[src/rtl/cmpc_pkg.sv]
// package: constants and carrier types for codec mode and power control
package cmpc_pkg;

  localparam int unsigned MCLK_HZ        = 200_000_000;
  localparam int unsigned BCLK_PER_FRAME = 256;
  localparam int unsigned BCLK_HALF_CYC  = 4;
  localparam int unsigned FRAME_CYC      = BCLK_PER_FRAME * BCLK_HALF_CYC * 2;
  localparam int unsigned CNT_W          = $clog2(FRAME_CYC);
  localparam int unsigned BIAS_W         = 4;
  localparam int unsigned SLOT_W         = 4;
  localparam logic [4:0]  I2C_ADDR_HI    = 5'h1c;
  localparam logic [BIAS_W-1:0] BIAS_RST = 4'h0;
  localparam logic [CNT_W-1:0]  CNT_RST  = '0;

  typedef enum logic [1:0]
  {
    CMPC_ST_RESET = 2'b00,
    CMPC_ST_RUN   = 2'b01,
    CMPC_ST_DOWN  = 2'b10
  } cmpc_state_t;

  typedef struct packed
  {
    logic power_down;
    logic master;
    logic two_wire;
  } cmpc_mode_t;

  typedef struct packed
  {
    logic             bclk;
    logic             frame_sync_line;
    logic             oe;
  } cmpc_link_t;

endpackage

[src/rtl/cmpc_top.sv]
// codec mode, reset and power-down control
`timescale 1ns/10ps
// Behaviour
// - control port select high: registers programmed over the two-wire bus
// - select low: register writes arrive in serial slots 0 and 1
// - two-wire selected: serial slots 0 and 1 are ignored
// - role select high makes the device frame master, low slave
// - power-down high gates drivers and fast clocks
// - serial and two-wire control paths stay alive in power-down
// - leaving power-down resumes with retained settings
// - power-down clears the counter, bit clock and frame sync output, never configuration
// - reset low loads every register with its default
// - all internal timing derives from the single master clock
// - a 4-bit control value sets the display bias output level
// - as master, bit clock runs at 256 times frame rate
// - two-wire address is 11100 followed by the two strap bits
// - frame starts at slot 0 when frame sync is high at bit clock rise
// - input latched on falling bit clock, output launched on rising
module cmpc_top
(
  // clock and reset
  input  wire logic                      mclk_i,
  input  wire logic                      rst_n_i,
  // mode pins
  input  wire logic                      power_down_pin_i,
  input  wire logic                      master_sel_i,
  input  wire logic                      two_wire_sel_i,
  input  wire logic                      addr_strap_high_i,
  input  wire logic                      addr_strap_low_i,
  // bias value written by whichever control port is active
  input  wire logic                      bias_wr_i,
  input  wire logic [3:0]                bias_data_i,
  // serial slot strobe, valid in slots 0 and 1
  input  wire logic                      slot_ctrl_i,
  input  wire logic [3:0]                slot_num_i,
  // frame link pins as seen by the block
  input  wire logic                      frame_sync_line_i,
  // outputs
  output logic                           bclk_o,
  output logic                           bclk_oe_o,
  output logic                           frame_sync_line_o,
  output logic                           frame_sync_line_oe_o,
  output logic                           drivers_en_o,
  output logic                           fast_clk_en_o,
  output logic                           ctrl_wr_o,
  output logic [3:0]                     display_bias_out_o,
  output logic [6:0]                     i2c_addr_o
);

  // two-stage synchronisers, first stage read only by the second
  cmpc_pkg::cmpc_mode_t meta_r, sync_r, meta_nxt, sync_nxt;

  always_comb
  begin
    meta_nxt.power_down = power_down_pin_i;
    meta_nxt.master     = master_sel_i;
    meta_nxt.two_wire   = two_wire_sel_i;
    sync_nxt            = meta_r;
  end

  always_ff @(posedge mclk_i or negedge rst_n_i)
  begin
    if (!rst_n_i)
    begin
      meta_r <= '0;
      sync_r <= '0;
    end
    else
    begin
      meta_r <= meta_nxt;
      sync_r <= sync_nxt;
    end
  end

  // state and counters
  cmpc_pkg::cmpc_state_t                 st_r, st_nxt;
  logic [cmpc_pkg::CNT_W-1:0]            cnt_r, cnt_nxt;
  logic [cmpc_pkg::BIAS_W-1:0]           bias_r, bias_nxt;
  logic [6:0]                            addr_r, addr_nxt;
  logic                                  bclk_r, bclk_nxt;
  logic                                  bclk_oe_r, bclk_oe_nxt;
  logic                                  fs_r, fs_nxt;
  logic                                  fs_oe_r, fs_oe_nxt;
  logic                                  drv_r, drv_nxt;
  logic                                  fclk_r, fclk_nxt;
  logic                                  wr_r, wr_nxt;
  logic                                  slot_ok;
  logic [cmpc_pkg::CNT_W-1:0]            fs_lead;

  // sync leads the frame by one full bit period
  assign fs_lead = cmpc_pkg::CNT_W'(cmpc_pkg::FRAME_CYC - 2 * cmpc_pkg::BCLK_HALF_CYC);

  // in-band writes only honoured in slots 0 and 1 with serial control chosen
  assign slot_ok = slot_ctrl_i && !sync_r.two_wire && (slot_num_i < 4'h2);

  always_comb
  begin
    st_nxt      = st_r;
    cnt_nxt     = cnt_r;
    bias_nxt    = bias_r;
    addr_nxt    = addr_r;
    bclk_nxt    = bclk_r;
    fs_nxt      = 1'b0;
    wr_nxt      = 1'b0;
    bclk_oe_nxt = sync_r.master;
    fs_oe_nxt   = sync_r.master;
    drv_nxt     = !sync_r.power_down;
    fclk_nxt    = !sync_r.power_down;
    unique case (st_r)
      cmpc_pkg::CMPC_ST_RESET:
      begin
        // strap capture after release, never under reset
        addr_nxt = {cmpc_pkg::I2C_ADDR_HI, addr_strap_high_i, addr_strap_low_i};
        st_nxt   = cmpc_pkg::CMPC_ST_RUN;
      end
      cmpc_pkg::CMPC_ST_RUN:
      begin
        if (sync_r.power_down)
        begin
          st_nxt   = cmpc_pkg::CMPC_ST_DOWN;
          cnt_nxt  = cmpc_pkg::CNT_RST;
          bclk_nxt = 1'b0;
        end
        else
        begin
          // divider from master clock: 256 bit clocks per frame
          cnt_nxt = cnt_r + 1'b1;
          if (cnt_r == cmpc_pkg::CNT_W'(cmpc_pkg::FRAME_CYC - 1))
            cnt_nxt = cmpc_pkg::CNT_RST;
          // equal halves put the falling edge mid-bit for input latching
          if (cnt_r[$clog2(cmpc_pkg::BCLK_HALF_CYC)-1:0] == '0)
            bclk_nxt = !bclk_r;
          // sync spans the last bit period, so it is stable high at the first rise
          fs_nxt = sync_r.master && (cnt_r >= fs_lead);
          // slave: restart the count on the host's sync so slots line up
          if (!sync_r.master && frame_sync_line_i)
          begin
            cnt_nxt  = cmpc_pkg::CNT_RST;
            bclk_nxt = 1'b0;
          end
        end
      end
      cmpc_pkg::CMPC_ST_DOWN:
      begin
        cnt_nxt = cmpc_pkg::CNT_RST;
        if (!sync_r.power_down)
          st_nxt = cmpc_pkg::CMPC_ST_RUN;
      end
      default:
        st_nxt = cmpc_pkg::CMPC_ST_RESET;
    endcase
    // control writes stay live in power-down; config is never cleared there
    if ((bias_wr_i && sync_r.two_wire && !slot_ctrl_i) || (bias_wr_i && slot_ok))
    begin
      bias_nxt = bias_data_i;
      wr_nxt   = 1'b1;
    end
  end

  always_ff @(posedge mclk_i or negedge rst_n_i)
  begin
    if (!rst_n_i)
    begin
      st_r      <= cmpc_pkg::CMPC_ST_RESET;
      cnt_r     <= cmpc_pkg::CNT_RST;
      bias_r    <= cmpc_pkg::BIAS_RST;
      addr_r    <= '0;
      bclk_r    <= 1'b0;
      bclk_oe_r <= 1'b0;
      fs_r      <= 1'b0;
      fs_oe_r   <= 1'b0;
      drv_r     <= 1'b0;
      fclk_r    <= 1'b0;
      wr_r      <= 1'b0;
    end
    else
    begin
      st_r      <= st_nxt;
      cnt_r     <= cnt_nxt;
      bias_r    <= bias_nxt;
      addr_r    <= addr_nxt;
      bclk_r    <= bclk_nxt;
      bclk_oe_r <= bclk_oe_nxt;
      fs_r      <= fs_nxt;
      fs_oe_r   <= fs_oe_nxt;
      drv_r     <= drv_nxt;
      fclk_r    <= fclk_nxt;
      wr_r      <= wr_nxt;
    end
  end

  assign bclk_o               = bclk_r;
  assign bclk_oe_o            = bclk_oe_r;
  assign frame_sync_line_o    = fs_r;
  assign frame_sync_line_oe_o = fs_oe_r;
  assign drivers_en_o         = drv_r;
  assign fast_clk_en_o        = fclk_r;
  assign ctrl_wr_o            = wr_r;
  assign display_bias_out_o   = bias_r;
  assign i2c_addr_o           = addr_r;

  // assertions
  property p_two_wire_write;
    @(posedge mclk_i) disable iff (!rst_n_i)
      (bias_wr_i && sync_r.two_wire && !slot_ctrl_i) |=> (display_bias_out_o == $past(bias_data_i));
  endproperty
  a_two_wire_write: assert property (p_two_wire_write) else $error("two-wire write not applied");

  property p_slot_write;
    @(posedge mclk_i) disable iff (!rst_n_i)
      (bias_wr_i && !sync_r.two_wire && slot_ctrl_i && slot_num_i < 4'h2) |=> ctrl_wr_o;
  endproperty
  a_slot_write: assert property (p_slot_write) else $error("slot write lost");

  property p_slot_ignored;
    @(posedge mclk_i) disable iff (!rst_n_i)
      (!bias_wr_i || (sync_r.two_wire && slot_ctrl_i) || (!sync_r.two_wire && !slot_ctrl_i)) |=> !ctrl_wr_o;
  endproperty
  a_slot_ignored: assert property (p_slot_ignored) else $error("write taken from ignored source");

  property p_role;
    @(posedge mclk_i) disable iff (!rst_n_i)
      sync_r.master |=> (bclk_oe_o && frame_sync_line_oe_o);
  endproperty
  a_role: assert property (p_role) else $error("master role not driving link");

  property p_frame_start;
    @(posedge mclk_i) disable iff (!rst_n_i)
      (st_r == cmpc_pkg::CMPC_ST_RUN && !sync_r.power_down && sync_r.master &&
       cnt_r == cmpc_pkg::CNT_W'(cmpc_pkg::FRAME_CYC - 1)) |=> (frame_sync_line_o && !bclk_o);
  endproperty
  a_frame_start: assert property (p_frame_start) else $error("sync not high before frame bit clock rise");

  property p_slave_align;
    @(posedge mclk_i) disable iff (!rst_n_i)
      (st_r == cmpc_pkg::CMPC_ST_RUN && !sync_r.power_down && !sync_r.master && frame_sync_line_i)
        |=> (cnt_r == '0);
  endproperty
  a_slave_align: assert property (p_slave_align) else $error("slave frame not realigned");

  property p_down_gates;
    @(posedge mclk_i) disable iff (!rst_n_i)
      sync_r.power_down |=> (!drivers_en_o && !fast_clk_en_o);
  endproperty
  a_down_gates: assert property (p_down_gates) else $error("drivers live in power-down");

  property p_bias_kept;
    @(posedge mclk_i) disable iff (!rst_n_i)
      (st_r == cmpc_pkg::CMPC_ST_DOWN && !bias_wr_i) |=> $stable(display_bias_out_o);
  endproperty
  a_bias_kept: assert property (p_bias_kept) else $error("config lost in power-down");

  property p_cnt_clear;
    @(posedge mclk_i) disable iff (!rst_n_i)
      (st_r == cmpc_pkg::CMPC_ST_DOWN) |=> (cnt_r == '0);
  endproperty
  a_cnt_clear: assert property (p_cnt_clear) else $error("counter not cleared");

  property p_resume;
    @(posedge mclk_i) disable iff (!rst_n_i)
      (st_r == cmpc_pkg::CMPC_ST_DOWN && !sync_r.power_down) |=> (st_r == cmpc_pkg::CMPC_ST_RUN);
  endproperty
  a_resume: assert property (p_resume) else $error("no resume after power-down");

  property p_addr;
    @(posedge mclk_i) disable iff (!rst_n_i)
      (st_r == cmpc_pkg::CMPC_ST_RUN) |-> (i2c_addr_o[6:2] == 5'h1c);
  endproperty
  a_addr: assert property (p_addr) else $error("bus address upper bits wrong");

  property p_sync_pipe;
    @(posedge mclk_i) disable iff (!rst_n_i)
      $rose(power_down_pin_i) ##1 power_down_pin_i |-> !sync_r.power_down ##1 sync_r.power_down;
  endproperty
  a_sync_pipe: assert property (p_sync_pipe) else $error("synchroniser depth wrong");

endmodule

[config.mk]
export PLATFORM = sky130hd
export DESIGN_NAME = cmpc_top
export DESIGN_NICKNAME = d
export VERILOG_FILES = /design/src/rtl/cmpc_pkg.sv /design/src/rtl/cmpc_top.sv
export SDC_FILE = /design/constraint.sdc
export NUM_CORES = 1
export LEC_CHECK = 0
export BUFFER_PORTS_ARGS = -buffer_cell sky130_fd_sc_hd__buf_4
export CORE_ASPECT_RATIO = 1.5
export CORE_MARGIN = 3
export CORE_UTILIZATION = 30
export DETAILED_ROUTE_END_ITERATION = 7
export PLACE_DENSITY = 0.52
export SLEW_MARGIN = 20
export SYNTH_ARGS = -nofsm -noshare
export SYNTH_HDL_FRONTEND = slang
export SYNTH_SLANG_ARGS = --single-unit
[constraint.sdc]
create_clock -name mclk_i -period 5.1 [get_ports mclk_i]
set_clock_uncertainty 0.05 [all_clocks]
set_input_delay 0.765 -clock mclk_i [delete_from_list [all_inputs] [get_ports mclk_i]]
set_output_delay 0.765 -clock mclk_i [all_outputs]
set_load 0.01 [all_outputs]
==> metrics.cfg <==
[worst_setup_path]
r2r_end=cnt_r[5]$_DFFE_PN0P_
critPathLaunchType=register
crit_type=register to register
ff2ff_path_depth=5
crit_path_end_kind=register
cp_data_required_time_ns=5.24
cp.arrival_ns=2.25
crit_path_max_fanout=12
r2r_start=st_r[0]$_DFFE_PN0P_
reg2reg_slack_ns=2.99

[pwr]
switching_share_pct=33.7
vdd_ir_drop_max_v=0.000174
p_switching_w=0.000252
power_frac_seq_pct=42.4
clkPwrFrac_pct=25.1
internal_power_w=0.000494
combPwrFrac_pct=32.5
p_leak_nw=0.817
p_per_area_nw_per_um2=415

[job]
maxCapViolations=0

[detailed_routing]
vias=1054
drt-total-wl_mm=2.90
drc=0
drtPass1Iterations=4
drt_iter0_markers=57
via_per_inst=4.66
wl_per_cell_microns=12.8
antenna_left=0

[run_status]
status=complete, no violations

[sta]
tightest_slew_ns=0.620
hold_violations=0
setup_viol=0
rsz0062_at_grt=no
period_share_pct=41.4
max-slew-margin-rel_pct=58.6
hold_ws_ns=0.299
period_needed_ns=2.11
slew_violations=0
tns_ns=0
fin_ws_ns=2.99
max_clock_freq_mhz=474

[final_layout]
regArea_sq_um=776
synthToLayoutAreaGrowth_pct=24.2
final_area_sq_um=1800
multi_input_area_sq_um=587
antennaDiodeCount=0
layout_commonest_cell=buf_4
final_util_pct=39.3
final_cell_mix=buf_4 (32), dfrtp_1 (31), nand2_1 (9)
layout.nets=185
drive_gt1_share_pct=30.9
fillers=479

[clock_tree]
ctsLongestPathBuffers=2
cts.clk_slew.worst_paths_ns=0.07
clock_latency_ns=0.28
postCtsSetupRepairBufs=0
cts_tree=done
cts_resized=0
cts_hold_buf=0
cts.sinks=31
htreeDepth=2
cts_root_buffer=clkbuf_8
cts_buffers=5

[synth]
synthCells=131
synth_flop_cell=dfrtp_1
synth_seq_cells=31
syn_area_per_cell_sq_um=11.1
yosys_warnings=0
synth_edf_count=0
ys_seq_area_share_pct=53.6
async_flop_share_pct=100
ys_types=39
syn-cell-area_sq_um=1450

[die]
rows=30
start_util_pct=31.6
core_area_sq_um=4580
die_area_sq_um=5710
boundaryPins=36
die_w_microns=62.7
die_h_microns=91.1

[worst_hold_path]
holdPathStages=0
whs_endpoint=bclk_oe_nxt$_DFF_PN0_
min_from=meta_r[1]$_DFF_PN0_
hold_path_class=register to register

[global_routing]
grt_pass1_wl_mm=5.09
grt_pass1_vias=1166
grt_antenna_before_repair=0
track_usage_pct=11.2
grt_max_degree=32
overflow=0

[place]
place_area_sq_um=1710
portBuffers=32
dpl_worst_slack_ns=2.92
hpwl_mm=2.16
gp_congestion=0.791

-- kinds of logic after synthesis --
logic type / share of synthesized area, %
xor+xnor: 2.42
buf+inv: 6.14
other cells: 0.259
fa+ha+maj: 5.19
flops: 53.6
compound gates: 8.12
simple gates: 17.1
mux: 7.17
-- sequential cells by signal, summed over array words and instances (netlist names) --
name                  count
meta_r                    3
st_r                      2
frame_sync_line_oe_o      1
sync_r                    2
display_bias_out_o        4
cnt_r                    11
fast_clk_en_o             1
frame_sync_line_o         1
ctrl_wr_o                 1
bclk_o                    1
i2c_addr_o                3
bclk_oe_nxt               1
-- stage by stage --
| step | power, W | instances |
|---|---|---|
| floorplan | 0.000479 | 132 |
| global placement | 0.000553 | 218 |
| detailed placement | 0.000566 | 218 |
| CTS | 0.000761 | 226 |
| global route | 0.000799 | 226 |
| finish | 0.000746 | 226 |
-- power groups by stage --
| stage | clock network, W | logic (W) | registers, W |
|---|---|---|---|
| after floorplan | 0 | 0.000157 | 0.000322 |
| after global placement | 0 | 0.000234 | 0.000319 |
| after detailed placement | 0 | 0.000245 | 0.000321 |
| after CTS | 0.000197 | 0.000246 | 0.000317 |
| after global routing | 0.000209 | 0.000266 | 0.000324 |
| final | 0.000187 | 0.000243 | 0.000317 |
-- metal layers --
layer	vias up	wire length, microns	track usage, %	share of wire (%)
met5	-	0	0	0
met4	0	46	4.60	1.6
met3	4	140	4.33	4.8
met2	25	1570	20.5	54
met1	515	1140	11.1	39
li1	510	-	-	-
-- layout make-up --
type                            count  share of cell area (%)
Clock buffer                        5                    3.83
Clock inverter                      3                    1.11
Inverter                            7                    1.46
Multi-Input combinational cell     84                    32.6
Sequential cell                    31                    43.1
Tap cell                           64                    4.45
Timing Repair Buffer               32                    13.4
-- cells in the mapped netlist, types with 3 or more instances --
master / n / area [sq um]
dfrtp_1: 31 / 776
nand2_1: 9 / 33.8
nand3_1: 8 / 40.0
inv_1: 7 / 26.3
nor2_1: 7 / 26.3
buf_4: 6 / 45.0
ha_1: 6 / 75.1
a21oi_1: 4 / 20.0
a31oi_1: 4 / 25.0
mux2_4: 4 / 60.1
nand4_1: 4 / 25.0
nor3_1: 4 / 20.0
mux2_2: 3 / 33.8
o21ai_0: 3 / 15.0
-- worst max path at each step --
| stage | startpoint | endpoint |
|---|---|---|
| 2_1_floorplan | slot_num_i[3] | display_bias_out_o[0]$_DFFE_PN0P_ |
| 3_3_place_gp | slot_num_i[3] | display_bias_out_o[1]$_DFFE_PN0P_ |
| 3_5_place_dp | slot_num_i[3] | display_bias_out_o[0]$_DFFE_PN0P_ |
| 4_1_cts | st_r[0]$_DFFE_PN0P_ | cnt_r[5]$_DFFE_PN0P_ |
| 5_1_grt | st_r[0]$_DFFE_PN0P_ | cnt_r[5]$_DFFE_PN0P_ |
| 6_report | st_r[0]$_DFFE_PN0P_ | cnt_r[5]$_DFFE_PN0P_ |
-- critical path: stages, from the launching register on --
cell and delay (ns):
dfrtp_1 0.43, inv_1 0.09, ha_1 0.50, nor4b_2 0.59
nand3_1 0.14, a31oi_1 0.21
Note: power is estimated with default switching activity, not from simulation.
